## config.mk

```make
export PLATFORM = sky130hd
export DESIGN_NAME = atic_ctrl
export DESIGN_NICKNAME = d
export VERILOG_FILES = /design/src/pkg/atic_pkg.sv /design/src/pkg/atic_flash_if.sv /design/src/logic/atic_flasher.sv /design/src/logic/atic_ctrl.sv
export SDC_FILE = /design/constraint.sdc
export NUM_CORES = 1
export LEC_CHECK = 0
export ABC_AREA = 1
export BUFFER_PORTS_ARGS = -buffer_cell sky130_fd_sc_hd__buf_2
export CORE_UTILIZATION = 40
export CTS_CLUSTER_DIAMETER = 100
export DETAILED_ROUTE_END_ITERATION = 12
export PLACE_DENSITY = 0.64
export SETUP_SLACK_MARGIN = 0.4
export SYNTH_ARGS = -nofsm -noshare
export SYNTH_HDL_FRONTEND = slang
export SYNTH_SLANG_ARGS = --single-unit
```

## constraint.sdc

```tcl
create_clock -name SYS_CLK_IN -period 4.1 [get_ports SYS_CLK_IN]
set_input_delay 0.41 -clock SYS_CLK_IN [delete_from_list [all_inputs] [get_ports SYS_CLK_IN]]
set_output_delay 0.41 -clock SYS_CLK_IN [all_outputs]
set_load 0.01 [all_outputs]
```

## src/pkg/atic_pkg.sv

```systemverilog
// Shared constants, types and register map of the actuator teach-in controller.
package atic_pkg;

  // System clock and the timing figures derived from it.
  localparam int unsigned CLK_HZ           = 10000000;
  localparam int unsigned TEACH_TIME_S     = 60;
  localparam int unsigned TEACH_CYCLES     = TEACH_TIME_S * CLK_HZ;
  localparam int unsigned WAIT_FLASH_HZ    = 4;
  localparam int unsigned TEACH_FLASH_HZ   = 1;
  localparam int unsigned FAST_HALF_CYCLES = CLK_HZ / (2 * WAIT_FLASH_HZ);
  localparam int unsigned SLOW_HALF_CYCLES = CLK_HZ / (2 * TEACH_FLASH_HZ);
  localparam int unsigned DARK_SHOW_HALVES = 6;

  // Widths and limits.
  localparam int          CODE_W      = 16;
  localparam int          HIST_DEPTH  = 8;
  localparam logic [3:0]  MAX_TEACH   = 4'h8;
  localparam logic [3:0]  LAST_THREE  = 4'h5;
  localparam logic [3:0]  LAST_TWO    = 4'h6;
  localparam logic [1:0]  FLASH_THREE = 2'h3;
  localparam logic [1:0]  FLASH_TWO   = 2'h2;
  localparam logic [1:0]  FLASH_ONE   = 2'h1;
  localparam logic [3:0]  PAUSE_HALVES = 4'h4;

  // Wishbone register byte offsets and fields.
  localparam logic [7:0]  REG_CTRL        = 8'h00;
  localparam logic [7:0]  REG_STATUS      = 8'h04;
  localparam logic [7:0]  REG_CODE        = 8'h08;
  localparam int          CTRL_TEACH_EN   = 0;
  localparam logic        CTRL_TEACH_EN_RST = 1'b1;
  localparam int          ST_STATE_LSB    = 0;
  localparam int          ST_COUNT_LSB    = 4;
  localparam int          ST_FAULT_LSB    = 8;
  localparam int          ST_CODE_OK      = 12;
  localparam int          ST_ACT_OK       = 13;

  // Main controller states.
  typedef enum logic [2:0] {
    ST_BOOT       = 3'b000,
    ST_SHOW       = 3'b001,
    ST_WAIT_FIRST = 3'b010,
    ST_NORMAL     = 3'b011,
    ST_TEACH      = 3'b100,
    ST_TEACH_DONE = 3'b101,
    ST_FAULT      = 3'b110
  } atic_state_type;

  // Operating fault codes, equal to the repeated flash count.
  typedef enum logic [1:0] {
    FLT_NONE  = 2'b00,
    FLT_NINTH = 2'b01,
    FLT_OLD   = 2'b10,
    FLT_SHORT = 2'b11
  } atic_fault_type;

  // Status indicator patterns.
  typedef enum logic [2:0] {
    FM_OFF          = 3'b000,
    FM_ON           = 3'b001,
    FM_FAST         = 3'b010,
    FM_SLOW         = 3'b011,
    FM_COUNT_ONCE   = 3'b100,
    FM_COUNT_REPEAT = 3'b101
  } atic_flash_mode_type;

endpackage : atic_pkg

```

## src/pkg/atic_flash_if.sv

```systemverilog
// Link between the controller and its status indicator pattern generator.
interface atic_flash_if;
  atic_pkg::atic_flash_mode_type mode;
  logic [1:0]                    count;
  logic                          led;
  logic                          done;

  modport ctrl    (output mode, output count, input led, input done);
  modport flasher (input mode, input count, output led, output done);
endinterface : atic_flash_if

```

## src/logic/atic_flasher.sv

```systemverilog
// Status indicator pattern generator, prescaled from the system clock.
module atic_flasher #(
  parameter int unsigned FAST_HALF = atic_pkg::FAST_HALF_CYCLES,
  parameter int unsigned SLOW_HALF = atic_pkg::SLOW_HALF_CYCLES
) (
  input wire logic       clk_in,
  input wire logic       rst_n_in,
  atic_flash_if.flasher  fl
);
  logic [31:0]                   tick_cnt;
  logic [31:0]                   half_len;
  logic                          half_tick;
  logic                          restart;
  logic [3:0]                    halves;
  logic [3:0]                    flash_len;
  logic                          in_seq;
  atic_pkg::atic_flash_mode_type last_mode;

  // A new pattern always starts from its first lit half period.
  assign restart   = (fl.mode != last_mode);
  assign half_len  = (fl.mode == atic_pkg::FM_SLOW) ? 32'(SLOW_HALF) : 32'(FAST_HALF);
  assign half_tick = (tick_cnt >= half_len - 32'h1);
  assign flash_len = {1'b0, fl.count, 1'b0};
  assign in_seq    = (halves < flash_len);

  // Prescaler that marks each half flash period.
  always_ff @(posedge clk_in) begin
    if (!rst_n_in || restart || half_tick) begin
      tick_cnt <= 32'h0;
    end else begin
      tick_cnt <= tick_cnt + 32'h1;
    end
  end

  // Remember the pattern to detect a change.
  always_ff @(posedge clk_in) begin
    if (!rst_n_in) begin
      last_mode <= atic_pkg::FM_OFF;
    end else begin
      last_mode <= fl.mode;
    end
  end

  // Half period counter; a single count saturates, a repeated one wraps after a pause.
  always_ff @(posedge clk_in) begin
    if (!rst_n_in || restart) begin
      halves <= 4'h0;
    end else if (half_tick) begin
      if (fl.mode == atic_pkg::FM_COUNT_REPEAT && halves >= flash_len + atic_pkg::PAUSE_HALVES - 4'h1) begin
        halves <= 4'h0;
      end else if (!(fl.mode == atic_pkg::FM_COUNT_ONCE && !in_seq)) begin
        halves <= halves + 4'h1;
      end
    end
  end

  // Indicator level for each pattern.
  always_comb begin
    case (fl.mode)
      atic_pkg::FM_OFF:          fl.led = 1'b0;
      atic_pkg::FM_ON:           fl.led = 1'b1;
      atic_pkg::FM_FAST,
      atic_pkg::FM_SLOW:         fl.led = ~halves[0];
      atic_pkg::FM_COUNT_ONCE:   fl.led = in_seq ? ~halves[0] : 1'b1;
      atic_pkg::FM_COUNT_REPEAT: fl.led = in_seq & ~halves[0];
      default:                   fl.led = 1'b0;
    endcase
  end

  assign fl.done = (fl.mode == atic_pkg::FM_COUNT_ONCE) && !in_seq && !restart;

endmodule : atic_flasher

```

## src/logic/atic_ctrl.sv

```systemverilog
// Teach-in, safety output and indicator controller with a Wishbone register port.
//
// The register offsets and the Wishbone interface to the registers were decided locally.
module atic_ctrl #(
  parameter int unsigned TEACH_CYCLES = atic_pkg::TEACH_CYCLES,
  parameter int unsigned FAST_HALF    = atic_pkg::FAST_HALF_CYCLES,
  parameter int unsigned SLOW_HALF    = atic_pkg::SLOW_HALF_CYCLES
) (
  // Clock and power-on reset.
  input  wire logic                        SYS_CLK_IN,
  input  wire logic                        RST_N_IN,
  // Clear of the nonvolatile store, used only for factory state.
  input  wire logic                        NV_CLR_N_IN,
  // Read head and door.
  input  wire logic                        ACT_PRESENT_IN,
  input  wire logic [atic_pkg::CODE_W-1:0] ACT_CODE_IN,
  input  wire logic                        DOOR_CLOSED_IN,
  // Wishbone slave.
  input  wire logic                        WB_CYC_IN,
  input  wire logic                        WB_STB_IN,
  input  wire logic                        WB_WE_IN,
  input  wire logic [7:0]                  WB_ADR_IN,
  input  wire logic [3:0]                  WB_SEL_IN,
  input  wire logic [31:0]                 WB_DAT_IN,
  output logic      [31:0]                 WB_DAT_OUT,
  output logic                             WB_ACK_OUT,
  // Outputs to the safety control system.
  output logic                             SAFETY_OUTPUT_A_OUT,
  output logic                             SAFETY_OUTPUT_B_OUT,
  output logic                             DOOR_STATUS_OUT,
  // Indicators.
  output logic                             STATE_LED_OUT,
  output logic                             OUT_LED_OUT,
  output logic                             ERROR_LED_OUT
);
  localparam logic [31:0] TEACH_LAST = 32'(TEACH_CYCLES - 1);
  localparam logic [31:0] DARK_LAST  = 32'(FAST_HALF * atic_pkg::DARK_SHOW_HALVES - 1);

  atic_pkg::atic_state_type        state;
  atic_pkg::atic_state_type        next_state;
  atic_pkg::atic_fault_type        fault;
  atic_pkg::atic_fault_type        next_fault;
  atic_pkg::atic_fault_type        teach_fault;
  logic [atic_pkg::CODE_W-1:0]     active_code;
  logic [atic_pkg::CODE_W-1:0]     pending_code;
  logic [atic_pkg::CODE_W-1:0]     teach_code;
  logic [atic_pkg::CODE_W-1:0]     hist [atic_pkg::HIST_DEPTH];
  logic                            active_valid;
  logic                            pending_valid;
  logic                            teach_busy;
  logic [3:0]                      teach_count;
  logic                            teach_store;
  logic [31:0]                     timer;
  logic                            door_seen_open;
  logic                            teach_en;
  logic                            act_valid;
  logic                            old_code;
  logic                            safe_on;
  logic                            start_go;
  logic                            start_store;
  atic_pkg::atic_fault_type        start_fault;
  logic                            finish_go;

  atic_flash_if fl ();

  atic_flasher #(
    .FAST_HALF (FAST_HALF),
    .SLOW_HALF (SLOW_HALF)
  ) u_flasher (
    .clk_in   (SYS_CLK_IN),
    .rst_n_in (RST_N_IN),
    .fl       (fl.flasher)
  );

  // Only the active code of a taught actuator counts; anything else is absent.
  assign act_valid = ACT_PRESENT_IN && active_valid && (ACT_CODE_IN == active_code);
  assign finish_go = (state == atic_pkg::ST_TEACH) && DOOR_CLOSED_IN && ACT_PRESENT_IN
                     && (ACT_CODE_IN == teach_code) && (timer == TEACH_LAST) && teach_store;

  // An old actuator is one taught earlier but no longer active.
  always_comb begin
    old_code = 1'b0;
    for (int i = 0; i < atic_pkg::HIST_DEPTH; i++) begin
      if (4'(i) < teach_count && hist[i] == ACT_CODE_IN && !act_valid) begin
        old_code = 1'b1;
      end
    end
  end

  // Teach-in start decision and the kind of teach-in it becomes.
  always_comb begin
    start_go    = ACT_PRESENT_IN && DOOR_CLOSED_IN && teach_en && !act_valid
                  && (state == atic_pkg::ST_WAIT_FIRST || state == atic_pkg::ST_NORMAL);
    start_store = 1'b1;
    start_fault = atic_pkg::FLT_NONE;
    if (old_code) begin
      start_store = 1'b0;
      start_fault = atic_pkg::FLT_OLD;
    end else if (teach_count >= atic_pkg::MAX_TEACH) begin
      start_store = 1'b0;
      start_fault = atic_pkg::FLT_NINTH;
    end
  end

  // Next state and fault code.
  always_comb begin
    next_state = state;
    next_fault = fault;
    case (state)
      atic_pkg::ST_BOOT: begin
        if (teach_busy) begin
          next_state = atic_pkg::ST_FAULT;
          next_fault = atic_pkg::FLT_SHORT;
        end else if (teach_count == 4'h0 && !pending_valid) begin
          next_state = atic_pkg::ST_WAIT_FIRST;
        end else begin
          next_state = atic_pkg::ST_SHOW;
        end
      end
      atic_pkg::ST_SHOW: begin
        if (fl.done || (teach_count >= atic_pkg::MAX_TEACH && timer >= DARK_LAST)) begin
          next_state = atic_pkg::ST_NORMAL;
        end
      end
      atic_pkg::ST_WAIT_FIRST,
      atic_pkg::ST_NORMAL: begin
        if (start_go) begin
          next_state = atic_pkg::ST_TEACH;
        end
      end
      atic_pkg::ST_TEACH: begin
        if (!DOOR_CLOSED_IN || !ACT_PRESENT_IN || ACT_CODE_IN != teach_code) begin
          next_state = atic_pkg::ST_FAULT;
          next_fault = atic_pkg::FLT_SHORT;
        end else if (timer == TEACH_LAST) begin
          next_state = teach_store ? atic_pkg::ST_TEACH_DONE : atic_pkg::ST_FAULT;
          next_fault = teach_fault;
        end
      end
      atic_pkg::ST_TEACH_DONE: begin
        next_state = atic_pkg::ST_TEACH_DONE;
      end
      atic_pkg::ST_FAULT: begin
        if (door_seen_open && DOOR_CLOSED_IN) begin
          next_state = (teach_count == 4'h0) ? atic_pkg::ST_WAIT_FIRST : atic_pkg::ST_NORMAL;
          next_fault = atic_pkg::FLT_NONE;
        end
      end
      default: begin
        next_state = atic_pkg::ST_BOOT;
      end
    endcase
  end

  // State register; a power cycle restarts at boot and drops any latched fault.
  always_ff @(posedge SYS_CLK_IN) begin
    if (!RST_N_IN) begin
      state <= atic_pkg::ST_BOOT;
      fault <= atic_pkg::FLT_NONE;
    end else begin
      state <= next_state;
      fault <= next_fault;
    end
  end

  // Shared timer for teach-in length and the dark power-up display.
  always_ff @(posedge SYS_CLK_IN) begin
    if (!RST_N_IN || state != next_state) begin
      timer <= 32'h0;
    end else if (timer != 32'hffff_ffff) begin
      timer <= timer + 32'h1;
    end
  end

  // Teach-in session bookkeeping.
  always_ff @(posedge SYS_CLK_IN) begin
    if (!RST_N_IN) begin
      teach_code  <= '0;
      teach_store <= 1'b0;
      teach_fault <= atic_pkg::FLT_NONE;
    end else if (start_go) begin
      teach_code  <= ACT_CODE_IN;
      teach_store <= start_store;
      teach_fault <= start_fault;
    end
  end

  // Guard must be seen open before a fault may clear.
  always_ff @(posedge SYS_CLK_IN) begin
    if (!RST_N_IN || state != atic_pkg::ST_FAULT) begin
      door_seen_open <= 1'b0;
    end else if (!DOOR_CLOSED_IN) begin
      door_seen_open <= 1'b1;
    end
  end

  // Nonvolatile store; survives the power-on reset, only a factory clear empties it.
  always_ff @(posedge SYS_CLK_IN) begin
    if (!NV_CLR_N_IN) begin
      active_code   <= '0;
      active_valid  <= 1'b0;
      pending_code  <= '0;
      pending_valid <= 1'b0;
      teach_busy    <= 1'b0;
      teach_count   <= 4'h0;
      for (int i = 0; i < atic_pkg::HIST_DEPTH; i++) begin
        hist[i] <= '0;
      end
    end else if (RST_N_IN) begin
      if (state == atic_pkg::ST_BOOT) begin
        teach_busy <= 1'b0;
        if (!teach_busy && pending_valid) begin
          active_code   <= pending_code;
          active_valid  <= 1'b1;
          pending_valid <= 1'b0;
        end
      end else if (start_go) begin
        teach_busy <= 1'b1;
      end else if (finish_go) begin
        teach_busy    <= 1'b0;
        pending_code  <= teach_code;
        pending_valid <= 1'b1;
        hist[teach_count[2:0]] <= teach_code;
        teach_count   <= teach_count + 4'h1;
      end else if (state == atic_pkg::ST_FAULT || state == atic_pkg::ST_TEACH_DONE) begin
        teach_busy <= 1'b0;
      end
    end
  end

  // Status indicator pattern for each state.
  always_comb begin
    fl.mode  = atic_pkg::FM_ON;
    fl.count = atic_pkg::FLASH_THREE;
    case (state)
      atic_pkg::ST_BOOT:       fl.mode = atic_pkg::FM_OFF;
      atic_pkg::ST_SHOW: begin
        fl.mode = atic_pkg::FM_COUNT_ONCE;
        if (teach_count >= atic_pkg::MAX_TEACH) begin
          fl.mode = atic_pkg::FM_OFF;
        end else if (teach_count > atic_pkg::LAST_TWO) begin
          fl.count = atic_pkg::FLASH_ONE;
        end else if (teach_count > atic_pkg::LAST_THREE) begin
          fl.count = atic_pkg::FLASH_TWO;
        end
      end
      atic_pkg::ST_WAIT_FIRST: fl.mode = atic_pkg::FM_FAST;
      atic_pkg::ST_NORMAL:     fl.mode = atic_pkg::FM_ON;
      atic_pkg::ST_TEACH:      fl.mode = atic_pkg::FM_SLOW;
      atic_pkg::ST_TEACH_DONE: fl.mode = atic_pkg::FM_OFF;
      atic_pkg::ST_FAULT: begin
        fl.mode  = atic_pkg::FM_COUNT_REPEAT;
        fl.count = fault;
      end
      default:                 fl.mode = atic_pkg::FM_OFF;
    endcase
  end

  // Outputs are on only in normal operation with door closed and the active actuator.
  assign safe_on = (state == atic_pkg::ST_NORMAL) && act_valid && DOOR_CLOSED_IN;

  // Registered pins; every other state holds them in the safe state.
  always_ff @(posedge SYS_CLK_IN) begin
    if (!RST_N_IN) begin
      SAFETY_OUTPUT_A_OUT <= 1'b0;
      SAFETY_OUTPUT_B_OUT <= 1'b0;
      DOOR_STATUS_OUT     <= 1'b0;
      OUT_LED_OUT         <= 1'b0;
      ERROR_LED_OUT       <= 1'b0;
      STATE_LED_OUT       <= 1'b0;
    end else begin
      SAFETY_OUTPUT_A_OUT <= safe_on;
      SAFETY_OUTPUT_B_OUT <= safe_on;
      DOOR_STATUS_OUT     <= safe_on;
      OUT_LED_OUT         <= safe_on;
      ERROR_LED_OUT       <= (state == atic_pkg::ST_FAULT);
      STATE_LED_OUT       <= fl.led;
    end
  end

  // Wishbone slave: answer one cycle after the request, write takes effect with ack.
  always_ff @(posedge SYS_CLK_IN) begin
    if (!RST_N_IN) begin
      WB_ACK_OUT <= 1'b0;
    end else begin
      WB_ACK_OUT <= WB_CYC_IN && WB_STB_IN && !WB_ACK_OUT;
    end
  end

  // Control register; unmapped writes are acknowledged and dropped.
  always_ff @(posedge SYS_CLK_IN) begin
    if (!RST_N_IN) begin
      teach_en <= atic_pkg::CTRL_TEACH_EN_RST;
    end else if (WB_ACK_OUT && WB_CYC_IN && WB_STB_IN && WB_WE_IN
                 && WB_ADR_IN == atic_pkg::REG_CTRL && WB_SEL_IN[0]) begin
      teach_en <= WB_DAT_IN[atic_pkg::CTRL_TEACH_EN];
    end
  end

  // Read data is captured with the request; unmapped reads return zero.
  always_ff @(posedge SYS_CLK_IN) begin
    if (!RST_N_IN) begin
      WB_DAT_OUT <= 32'h0;
    end else if (WB_CYC_IN && WB_STB_IN && !WB_ACK_OUT) begin
      WB_DAT_OUT <= 32'h0;
      case (WB_ADR_IN)
        atic_pkg::REG_CTRL:   WB_DAT_OUT[atic_pkg::CTRL_TEACH_EN] <= teach_en;
        atic_pkg::REG_STATUS: begin
          WB_DAT_OUT[atic_pkg::ST_STATE_LSB +: 3] <= state;
          WB_DAT_OUT[atic_pkg::ST_COUNT_LSB +: 4] <= teach_count;
          WB_DAT_OUT[atic_pkg::ST_FAULT_LSB +: 2] <= fault;
          WB_DAT_OUT[atic_pkg::ST_CODE_OK]        <= active_valid;
          WB_DAT_OUT[atic_pkg::ST_ACT_OK]         <= act_valid;
        end
        atic_pkg::REG_CODE:   WB_DAT_OUT[atic_pkg::CODE_W-1:0] <= active_code;
        default:              WB_DAT_OUT <= 32'h0;
      endcase
    end
  end
endmodule : atic_ctrl

```

### After elaboration in Yosys (flattened, before gate mapping)

Memories as Yosys holds them, arrays and structs flattened.
Index checks and enable logic that the tools add are counted.

| word-level totals | value |
|---|---|
| register bits after elaboration | 156 |
| RAM bits | 128 |
| bits of input ports | 68 |
| output and inout bits | 39 |
| memories | 1 |

Memories:

| memory | words | bits a word | read ports | clocked after memory_dff | wr ports | RTL line | RTL |
|---|---|---|---|---|---|---|---|
| hist | 8 | 16 | 8 | 0 | 8 | atic_ctrl.sv:47 | `logic [atic_pkg::CODE_W-1:0] hist [atic_pkg::HIST_DEPTH];` |

| cells by class | value |
|---|---|
| add/sub/neg operators | 7 |
| order comparisons | 15 |
| eq/ne operators | 35 |
| mux-type cells | 63 |
| bitwise gates (word level) | 4 |
| reduce and logical (&&, ||, !) cells | 76 |

Operators by type and width:

| kind | count |
|---|---|
| == test 16 bit | 10 |
| adder 32 x 1 -> 32 bit (second input constant) | 2 |
| logical AND 1 bit | 43 |
| == test 32 x 30 -> 1 bit (second input constant) | 1 |
| >= comparator 32 x 23 -> 1 bit (second input constant) | 1 |
| >= comparator 32 bit | 1 |
| inequality test 32 bit (second input constant) | 1 |
| subtractor 32 x 1 -> 32 bit (second input constant) | 1 |
| two-way mux 1 bit | 31 |
| two-way mux 3 bit | 8 |
| two-way mux 23 bit | 1 |
| two-way mux 2 bit | 11 |
| case mux 3 bit (6 select lines) | 1 |
| < comparator 3 x 4 -> 1 bit (first input constant) | 4 |
| two-way mux 16 bit | 1 |
| inequality test 16 bit | 1 |
| OR reduction 16 bit | 1 |
| == test 3 bit (second input constant) | 5 |
| case mux 3 bit (5 select lines) | 1 |
| == test 3 x 2 -> 1 bit (second input constant) | 4 |
| case mux 2 bit (2 select lines) | 3 |
| case mux 6 bit (2 select lines) | 1 |
| AND reduction 4 bit | 3 |
| logical NOT 1 bit | 9 |
| other kinds (33) | 55 |

### Logic depth before layout (Yosys ltp)

Gate-level depths: netlist of the first run.

| depth | value |
|---|---|
| depth in word-level cells | 14 |
| gate-level depth with buffers | 21 |
| mapped depth without buffers | 19 |

### Modules after synthesis

A second synthesis of the first run with hierarchy kept.

| unflattened totals | value |
|---|---|
| cell total of the unflattened synthesis | 1871 |
| area total of the unflattened synthesis | 15089.5 um2 |

Modules (own cells, without submodules):

| module | instances | cells an instance | area an instance (um2) |
|---|---|---|---|
| atic_ctrl | 1 | 1562 | 12801.0 |
| atic_flasher | 1 | 309 | 2288.4 |

### Worst setup path after synthesis of the first run

Ideal clock, no wire load.

| timing path | value |
|---|---|
| path kind | input -> register |
| start | input ACT_CODE_IN[1] (netlist name) |
| end | memory hist[7][0] (netlist name) (enable) |
| arrival time | 2.949 ns |
| required time | 3.689 ns |
| path slack | 0.740 ns |
| stages on the path | 15 |
| path buffers | 3 |
| cell sequence | buf_4 inv_2 buf_6 nand2_4 nand2_1 nor2_1 nand4_1 nor2_1 nand2_1 nor2_2 nand3_2 nor2_8 inv_1 buf_2 o21ai_0 |

RTL lines:

| element | RTL line | RTL |
|---|---|---|
| start: declaration | atic_ctrl.sv:16 | `input wire logic [atic_pkg::CODE_W-1:0] ACT_CODE_IN,` |
| end: declaration | atic_ctrl.sv:47 |  |

### Final worst setup path of the first run

| timing path | value |
|---|---|
| start | register teach_count[0] |
| end | register timer[30] |

| on the way | value |
|---|---|
| longest elaborated chain between the ends | 14 |
| elaborated cells on any way between the ends | 28 |
| classes of those cells | order compare: 4; eq/ne: 3; mux: 12; reduce/logical: 9 |

Ends and longest elaborated chain:

| element | RTL line | RTL |
|---|---|---|
| start: declaration | atic_ctrl.sv:51 | `logic [3:0] teach_count;` |
| start signal: assignment | atic_ctrl.sv:224 | `teach_count <= teach_count + 4'h1;` |
| > comparator 4 x 3 -> 1 bit | atic_ctrl.sv:243 | `end else if (teach_count > atic_pkg::LAST_THREE) begin` |
| two-way mux 1 bit | atic_ctrl.sv:243 |  |
| two-way mux 2 bit | atic_ctrl.sv:241 | `end else if (teach_count > atic_pkg::LAST_TWO) begin` |
| two-way mux 2 bit | atic_ctrl.sv:239 | `if (teach_count >= atic_pkg::MAX_TEACH) begin` |
| case mux 2 bit (2 select lines) | atic_ctrl.sv:235 | `case (state)` |
| < comparator 4 x 3 -> 1 bit | atic_flasher.sv:24 | `assign in_seq = (halves < flash_len);` |
| logical NOT 1 bit | atic_flasher.sv:70 | `assign fl.done = (fl.mode == atic_pkg::FM_COUNT_ONCE) && !in_seq && !restart;` |
| logical AND 1 bit (2 in series) | atic_flasher.sv:70 |  |
| logical OR 1 bit | atic_ctrl.sv:121 | `if (fl.done \|\| (teach_count >= atic_pkg::MAX_TEACH && timer >= DARK_LAST)) begin` |
| two-way mux 3 bit | atic_ctrl.sv:121 |  |
| case mux 3 bit (6 select lines) * | atic_ctrl.sv:109 | `case (state)` |
| inequality test 3 bit * | atic_ctrl.sv:168 | `if (!RST_N_IN \|\| state != next_state) begin` |
| logical OR 1 bit * | atic_ctrl.sv:168 |  |
| end signal: assignment | atic_ctrl.sv:171 | `timer <= timer + 32'h1;` |
| end: declaration | atic_ctrl.sv:53 | `logic [31:0] timer;` |

Mark *: on every way between the ends. The rest lies on a longest branch, timed or not.
A chain may end at the register's enable or synchronous reset.

==> results_dict.tcl, run 1 <==
set metrics [dict create \
    status "complete, no violations" \
    initial_core_util_pct 40.7 \
    cts_tree "done" \
    synth_edf_count 128 \
    clk_latency_ps 590 \
    ys_warn_count 0 \
    design_area_sq_um 16700 \
    gp_congestion 0.934 \
    wl_mm 43.3 \
    cts_buffers 31 \
    post-route-period-util_pct 82.7 \
    fin_ws_ps 710 \
    cts.repair.resized 0 \
    critical_path.max_stage_delay_ps 510 \
    synth_ff_type "dfxtp_1" \
    use_met1_pct 30.3 \
    setup_viol_count_final 0 \
    core_sq_um 36700 \
    clock.fmax_ghz 0.295 \
    dp_cells 2364 \
    cellPowerDensity_nw_per_um2 403 \
    antenna_found_initial 0 \
    netlist-cell-type-count 49 \
    maxCapViolCount 0 \
    fp.dieArea_sq_um 38100 \
    ys_async_sr_fraction_pct 0 \
    area_growth_pct 12.0 \
    clock_sinks 284 \
    ios 107 \
    chipHeight_microns 195 \
    cp_num_buf_inv 3 \
    crit_type "reg -> reg" \
    crit_family "simple AND/OR/NAND/NOR gates" \
    grt_setup_unrepaired "false" \
    drive_above_1_share_pct 10.7 \
    top_usage_layer "met2" \
    placed_area_sq_um 15600 \
    grtUsageMet3_pct 3.71 \
    fin_cells 2421 \
    path_cells "inv_2 -> ha_1 -> nor3_1 -> nor2_1 -> o21ai_0 -> o211ai_1 -> ha_1 -> o21ai_0 -> nand2_1 -> inv_1 -> nand3_1 -> nand2_1 -> nand2_1 -> nand3_1 -> nand2_1 -> nand2_1 -> buf_6 -> nor2_1" \
    crit_path_end_kind "flop" \
    rows 70 \
    hpwl_mm 30.1 \
    ctsHoldBuffers 0 \
    power.internal_mw 5.06 \
    cts_setup_buffers 0 \
    num_vias 12670 \
    combPwrFrac_pct 9.1 \
    clock_skew_ps 17.1 \
    clock_path_buffers 3 \
    synth-seq-area-share_pct 46.7 \
    cts_htree_levels 1 \
    drc 0 \
    grt_pass1_wl_mm 67.8 \
    use_met2_pct 37.3 \
    post-place-ws_ps 695 \
    slew_violations 0 \
    cellLeakagePower_nw 6.45 \
    hold_viol 0 \
    grtUsageTotal_pct 23.0 \
    worst_hold_path_type "in -> reg" \
    irDropWorstVdd_mv 0.358 \
    startpoint_type "flop" \
    clkPwrFrac_pct 44.6 \
    ant_nets 0 \
    relSlewSlack_pct 45.9 \
    grt_max_degree 46 \
    crit_fanout 32 \
    min_period_ps 3390 \
    tns_ps 0 \
    synth_seq_cells 284 \
    die_w_microns 195 \
    clockRootBuffer "clkbuf_16" \
    drtIter0Drc 1085 \
    io_buffers 56 \
    synth_cells 1876 \
    cp.arrival_ps 3850 \
    nets 2024 \
    dr.pass1.iters 6 \
    finalPower_mw 6.74 \
    swShare_pct 24.9 \
    viasPerCell 5.23 \
    cp.required_ps 4560 \
    tightest_slew_ps 810 \
    grt_pass1_vias 12197 \
    switchingPower_mw 1.68 \
    grt.overflow.total 0 \
    clkTransAtPathRegs_ps 60 \
    p_seq_share_pct 46.3 \
    antenna_cells 0 \
    cpMostUsedCell "nand2_1" \
    avgSynthCellArea_sq_um 7.96 \
    cp_slowest_cell "dfxtp_1" \
    synth.cell_area_sq_um 14900 \
    avgRoutedWirePerCell_microns 17.9 \
]
-- cells in the mapped netlist (all sizes together), types with 27 or more instances --
cell type  number  share of area [%]
nor2          364                9.5
edfxtp        128                 26
nand3          73                3.0
a21oi          74                2.5
clkbuf         36               0.91
xor2           69                4.0
nand4          50                2.1
buf            61                2.8
inv           189                4.8
ha             27                2.3
o22ai          37                1.6
xnor2          46                2.7
o21ai          67                2.2
nand2         356                9.1
dfxtp         156                 21
nor3           55                1.8
-- layer usage --
metal	part of all wire, %	wire [microns]
met5	0	0
met4	4.3	1870
met3	7.1	3080
met2	46	19700
met1	43	18600
-- area by class of cell --
type                    instances  area, sq um
fillers                      3581        20000
flip-flops and latches        284         6970
multi-input cells            1325         6770
clock buffers                  46          965
inverters                     193          727
well taps                     468          586
repair buffers                 94          569
clock inverters                11          139
-- power groups by stage --
stage / combinational, mW / sequential [mW] / clock [mW]
after floorplan: 0.431 / 3.16 / 0
after global routing: 0.677 / 3.13 / 3.18
final: 0.615 / 3.12 / 3.01
after CTS: 0.610 / 3.12 / 3.05
after global placement: 0.595 / 3.17 / 0
after detailed placement: 0.608 / 3.18 / 0
-- final timing paths --
kind                   startpoint              end  slack [ps]  depth (start not counted)
setup / recovery   teach_count[0]        timer[30]         710                         18
hold / removal       WB_DAT_IN[0]         teach_en          50                          3
hold reg to reg   pending_code[5]  pending_code[5]         450                          2
setup reg to reg   teach_count[0]        timer[30]         710                         18
-- layout by cell type, fill, tap and decap left out, drive strengths merged, types with 2 or more instances in the layout --
cell type,netlist,routed
nand3b,4,4
inv,189,190
nor3,55,55
xnor2,46,46
clkbuf,36,46
ha,27,27
o2111ai,2,2
o21a,2,2
a21oi,74,74
a31oi,3,3
conb,1,24
or2,14,14
xor2,69,69
a22o,6,6
o221ai,2,2
bufinv,0,3
and2,2,2
nor2,364,364
clkinvlp,0,2
dfxtp,156,156
edfxtp,128,128
nand4,50,50
nor4,20,20
and3,4,4
o221a,2,2
nor4b,2,2
buf,61,94
nand2,356,356
nand3,73,73
clkinv,4,9
o22ai,37,37
nor3b,4,4
a211oi,5,5
o21ai,67,67
o211ai,8,8
-- metrics by stage --
stage          util [%]  hold WS, ps
2_1_floorplan         -          418
3_3_place_gp       42.5          427
3_5_place_dp       42.5          442
4_1_cts            45.6         34.8
5_1_grt            45.6         58.4
6_report           45.6         52.0
-- logic make-up after synthesis --
logic type                 count (synthesis)  synth area share [%]
adders and majority gates                 27                  2.26
DFF                                      284                  46.7
buffers and inverters                    290                  8.60
AOI/OAI and AO/OA                        211                  8.05
xor gates and xnor gates                 115                  6.75
other                                      1                0.0251
and+or+nand+nor                          948                  27.6
-- flip-flops by register name (all words and copies together), names as in the netlist, 2 cells and up --
register             cells
fault                    2
state                    3
pending_code            16
u_flasher.tick_cnt      32
teach_fault              2
WB_DAT_OUT              16
hist                   128
active_code             16
u_flasher.halves         4
teach_code              16
timer                   32
teach_count              4
u_flasher.last_mode      3
-- worst register-to-register path, cell delays in order, from the launching register on --
cell and delay (ps):
dfxtp_1 510, inv_2 200, ha_1 240, nor3_1 180, nor2_1 130, o21ai_0 270, o211ai_1 210, ha_1 220
o21ai_0 230, nand2_1 200, inv_1 90, nand3_1 80, nand2_1 70, nand2_1 70, nand3_1 90, nand2_1 60
nand2_1 70, buf_6 250, nor2_1 80
Power figures use the tool's default switching activity.
==> run 2: changes to the inputs <==
--- a/config.mk
+++ b/config.mk
@@ -10,7 +10,7 @@
 export CORE_UTILIZATION = 40
 export CTS_CLUSTER_DIAMETER = 100
 export DETAILED_ROUTE_END_ITERATION = 12
-export PLACE_DENSITY = 0.64
+export PLACE_DENSITY = 0.66
 export SETUP_SLACK_MARGIN = 0.4
 export SYNTH_ARGS = -nofsm -noshare
 export SYNTH_HDL_FRONTEND = slang
==> constraint.sdc (replaced) <==
create_clock -name SYS_CLK_IN -period 2.9 [get_ports SYS_CLK_IN]
set_input_delay 0.29 -clock SYS_CLK_IN [delete_from_list [all_inputs] [get_ports SYS_CLK_IN]]
set_output_delay 0.29 -clock SYS_CLK_IN [all_outputs]
set_load 0.01 [all_outputs]
==> run 2 against run 1 <==
Combinational power increased by 89%; first-iteration DRC count decreased by 3.1%; largest cell class is now multi-input gates; cell count increased by 3.7%; non-clock buffer count increased by 86; highest routed layer unchanged; sequential power increased by 42%; sequential share of layout area decreased by 3.3 points; global-route usage increased by 0.83 points; clock power increased by 35%; die area unchanged; largest power group unchanged.
==> results_dict.tcl, run 2 (synthesis results as in run 1) <==
set metrics [dict create \
    cellPowerDensity_nw_per_um2 529 \
    crit_path_start "teach_count[0]" \
    clk_latency_ps 600 \
    clkPwrFrac_pct 42.1 \
    irDropWorstVdd_mv 0.495 \
    ant_nets 0 \
    crit_fanout 8 \
    avgRoutedWirePerCell_microns 18.4 \
    post-place-ws_ps 116 \
    clockRootBuffer "clkbuf_16" \
    hold_viol 0 \
    cts_buffers 31 \
    maxCapViolCount 0 \
    fin_cells 2510 \
    cellLeakagePower_nw 7.05 \
    whs_ps 38.7 \
    drtIter0Drc 1051 \
    tns_ps 0 \
    gp_congestion 0.905 \
    core_sq_um 36700 \
    design_area_sq_um 18200 \
    mostFrequentLayoutCells "nand2_1, nor2_1, inv_1, dfxtp_1, edfxtp_1" \
    post-route-period-util_pct 90.5 \
    status "complete, no violations" \
    clock_sinks 284 \
    dp_cells 2406 \
    crit_type "reg -> reg" \
    worst_hold_path_type "in -> reg" \
    clock.fmax_ghz 0.381 \
    min_from "RST_N_IN" \
    ios 107 \
    initial_core_util_pct 40.7 \
    antenna_cells 0 \
    nets 2112 \
    largest_register_ffs 128 \
    top_register "hist" \
    clock_skew_ps 14.9 \
    power.internal_mw 7.11 \
    crit_path_end_kind "flop" \
    grt_setup_unrepaired "true" \
    die_w_microns 195 \
    hpwl_mm 31.3 \
    min_period_ps 2630 \
    drc 0 \
    grt_pass1_vias 12947 \
    top_regs "hist (128), timer (32), u_flasher.tick_cnt (32)" \
    tightest_slew_ps 759 \
    swShare_pct 26.2 \
    combPwrFrac_pct 12.1 \
    final_util_pct 49.6 \
    worstReg2RegStart "teach_count[0]" \
    setup_viol_count_final 0 \
    antenna_found_initial 0 \
    relSlewSlack_pct 49.2 \
    n_fill_cell 3383 \
    fp.dieArea_sq_um 38100 \
    dr.pass1.iters 5 \
    grtUsageTotal_pct 23.8 \
    viasPerCell 5.32 \
    grt_max_degree 46 \
    cp.arrival_ps 3160 \
    clkTransAtPathRegs_ps 70 \
    fin_ws_ps 274 \
    rows 70 \
    chipHeight_microns 195 \
    p_seq_share_pct 45.8 \
    io_buffers 56 \
    placed_area_sq_um 16100 \
    cp.required_ps 3430 \
    final_common_cell "nand2_1" \
    cts_tree "done" \
    num_vias 13356 \
    grt.overflow.total 0 \
    wl_mm 46.3 \
    area_growth_pct 22.1 \
    drive_above_1_share_pct 19.2 \
    cts_htree_levels 1 \
    startpoint_type "flop" \
    grt_pass1_wl_mm 69.9 \
    finalPower_mw 9.63 \
    slew_violations 0 \
    clock_path_buffers 3 \
    switchingPower_mw 2.52 \
]
-- run 2: final cells by class --
cell class                 instances  area, sq um  area share [%]
tap                              468          586            3.21
clock buffer                      43          826            4.53
inverter                         193          739            4.06
timing repair buffer             180         1510            8.29
multi-input combinational       1327         7370            40.5
clock inverter                    15          200            1.10
sequential                       284         6980            38.3
-- run 2: per-layer routing --
layer  up-vias  routed length [microns]  global-route usage [%]
met3       131                     3470                    3.35
met4         0                     2190                    11.5
met1      6319                    18700                    30.1
li1       6399                        -                       -
met2       507                    21900                    40.0
met5         -                        0                       0
-- run 2: what timing repair did --
item / CTS / global route
cloned: 7 / 2
setup buffers: 27 / 9
hold endpoints to repair: 1 / 0
endpoints found under the setup margin: 257 / 287
hold buffers: 1 / 0
resized for setup: 74 / 99
pin swaps: 24 / 22
-- run 2: path summary, 6_finish.rpt --
check / cells past startpoint / end / slack (ps)
worst max-delay path: 20 / timer[30] / 270
worst min-delay path: 3 / state[2] / 40
worst max register to register: 20 / timer[30] / 270
worst min register to register: 2 / pending_code[10] / 450
-- run 2: power groups by stage --
stage | clock network (mW) | registers, mW | logic (mW)
floorplan | 0 | 4.47 | 0.622
global placement | 0 | 4.49 | 0.904
detailed placement | 0 | 4.49 | 0.921
CTS | 4.11 | 4.41 | 1.07
global route | 4.28 | 4.43 | 1.25
finish | 4.05 | 4.42 | 1.16
-- run 2: critical path, stage by stage (launching register included) --
cell	delay, ps
dfxtp_4	400
inv_6	60
ha_4	160
nor3_4	170
nor2_2	70
o21ai_2	160
o211ai_1	140
ha_2	200
o21ai_2	150
nand2_1	90
inv_1	70
nand3_1	90
nand2_1	80
nand2_2	70
nand3_2	90
nand2_2	50
nand2_2	80
nand2_4	70
buf_12	150
buf_16	150
nor2_2	70
==> run 3: changes to the inputs <==
--- a/config.mk
+++ b/config.mk
@@ -11,7 +11,8 @@
 export CTS_CLUSTER_DIAMETER = 100
 export DETAILED_ROUTE_END_ITERATION = 12
 export PLACE_DENSITY = 0.66
-export SETUP_SLACK_MARGIN = 0.4
+export SETUP_SLACK_MARGIN = 0.05
+export SLEW_MARGIN = 10
 export SYNTH_ARGS = -nofsm -noshare
 export SYNTH_HDL_FRONTEND = slang
 export SYNTH_SLANG_ARGS = --single-unit
==> run 3 against run 2 <==
First-iteration DRC count up 14%; non-clock buffer count down 30; count of clock-buffer cells in the layout up 4; critical path depth unchanged; routed wire length down 3.7%; global-route usage down 0.64 points; sequential power about the same; setup slack worse by 48 ps; combinational power down 14%; highest routed layer unchanged.
==> results_dict.tcl, run 3 (synthesis results as in run 1) <==
set metrics [dict create \
    cts_buffers 31 \
    drtIter0Drc 1193 \
    startpoint_type "flop" \
    cp.required_ps 3360 \
    antenna_found_initial 0 \
    top_usage_layer "met2" \
    hold_viol 0 \
    crit_path_end_kind "flop" \
    final_util_pct 47.3 \
    cp_slowest_cell "dfxtp_2" \
    grtUsageTotal_pct 23.2 \
    num_vias 13031 \
    critical_path.max_stage_delay_ps 350 \
    post-route-period-util_pct 92.2 \
    initial_core_util_pct 40.7 \
    relSlewSlack_pct 54.8 \
    cp.arrival_ps 3140 \
    path_cells "inv_2 -> buf_4 -> nor2_1 -> inv_1 -> buf_4 -> a211oi_1 -> ha_1 -> inv_1 -> o21ai_2 -> nand2_1 -> inv_1 -> nand3_1 -> nand2_1 -> nand2_2 -> nand3_1 -> nand2_1 -> nand2_1 -> nand2_4 -> buf_12 -> nor2_1" \
    io_buffers 56 \
    cpMostUsedCell "nand2_1" \
    ios 107 \
    dr.pass1.iters 5 \
    slew_violations 0 \
    gp_congestion 0.967 \
    crit_path_start "teach_count[0]" \
    ant_nets 0 \
    use_met2_pct 37.8 \
    clock_skew_ps 19.0 \
    worst_hold_path_type "in -> reg" \
    grt_pass1_wl_mm 68.3 \
    drc 0 \
    use_met1_pct 30.6 \
    clockRootBuffer "clkbuf_16" \
    drive_above_1_share_pct 14.0 \
    top_regs "hist (128), timer (32), u_flasher.tick_cnt (32)" \
    clock_sinks 284 \
    cts_tree "done" \
    core_sq_um 36700 \
    tns_ps 0 \
    tightest_slew_ps 673 \
    cts_htree_levels 1 \
    clock.fmax_ghz 0.374 \
    top_register "hist" \
    grt_pass1_vias 12271 \
    fp.dieArea_sq_um 38100 \
    cellPowerDensity_nw_per_um2 552 \
    nets 2082 \
    worstReg2RegStart "teach_count[0]" \
    mostFrequentLayoutCells "nand2_1, nor2_1, inv_1, dfxtp_1, edfxtp_1" \
    status "complete, no violations" \
    antenna_cells 0 \
    rows 70 \
    grt_setup_unrepaired "true" \
    setup_viol_count_final 0 \
    clkTransAtPathRegs_ps 60 \
    grt_max_degree 45 \
    hpwl_mm 31.5 \
    grtUsageMet3_pct 3.13 \
    min_from "DOOR_CLOSED_IN" \
    area_growth_pct 16.3 \
    min_period_ps 2670 \
    final_common_cell "nand2_1" \
    wl_mm 44.6 \
    avgRoutedWirePerCell_microns 18.0 \
    irDropWorstVdd_mv 0.449 \
    die_w_microns 195 \
    n_fill_cell 3542 \
    cellLeakagePower_nw 6.77 \
    grt.overflow.total 0 \
    whs_ps 24.7 \
    maxCapViolCount 0 \
    chipHeight_microns 195 \
    crit_fanout 16 \
    clock_path_buffers 3 \
    crit_type "reg -> reg" \
    viasPerCell 5.26 \
    largest_register_ffs 128 \
    clk_latency_ps 590 \
]
==> run 3: changes by cell type in the layout (fill, tap and decap cells not counted), moves of 7 or more <==
cell / before / now
nor2_4: 33 / 1
buf_4: 94 / 81
nor2_1: 307 / 346
nor2_2: 24 / 17
nand2_1: 334 / 350
nand2_2: 11 / 3
nand2_4: 10 / 3
buf_6: 13 / 1
==> run 3: metal layers <==
metal | part of all wire, % | vias up
li1 | - | 6338
met1 | 42 | 6067
met2 | 45 | 501
met3 | 7.8 | 125
met4 | 5.0 | 0
met5 | 0 | -
==> run 3: report_power, final <==
group	internal (mW)	switching (mW)
Combinational	0.352	0.641
Clock	2.52	1.66
Sequential	4.32	0.0827
Total	7.20	2.39
==> run 3: worst paths after layout <==
path	endpoint	slack, ps	cells past startpoint
max	timer[12]	230	20
min	OUT_LED_OUT	20	3
max reg2reg	timer[12]	230	20
min reg2reg	pending_code[10]	450	2
==> run 3: area by class of cell <==
type	instances	area, sq um	area share [%]
flip-flops and latches	284	6970	40.2
multi-input cells	1327	6860	39.5
repair buffers	150	1130	6.51
clock buffers	47	950	5.47
inverters	193	727	4.19
well taps	468	586	3.37
clock inverters	10	139	0.800
==> run 3: metrics by stage <==
stage | instances | worst slack (ps) | instance area (sq um) | total power [mW]
after detailed placement | 2416 | 138 | 16100 | 5.42
after global placement | 2416 | 162 | 16100 | 5.40
final | 2479 | 226 | 17400 | 9.58
after floorplan | 1899 | 95.2 | 15000 | 5.08
after global routing | 2479 | 21.4 | 17400 | 9.90
after CTS | 2474 | 108 | 17200 | 9.60
==> run 3: critical path: cells and delay by family (launching register included) <==
kind,cells,cell delay [ps]
fa+ha+maj,1,290
simple gates,10,840
compound gates,2,350
buf+inv,7,720
flops,1,350
==> run 3: timing repair <==
action / CTS / global route
hold endpoints to repair: 1 / 0
setup endpoints to repair: 0 / 102
hold buffers: 1 / 0
buffers inserted: 0 / 1
resized for setup: 0 / 24
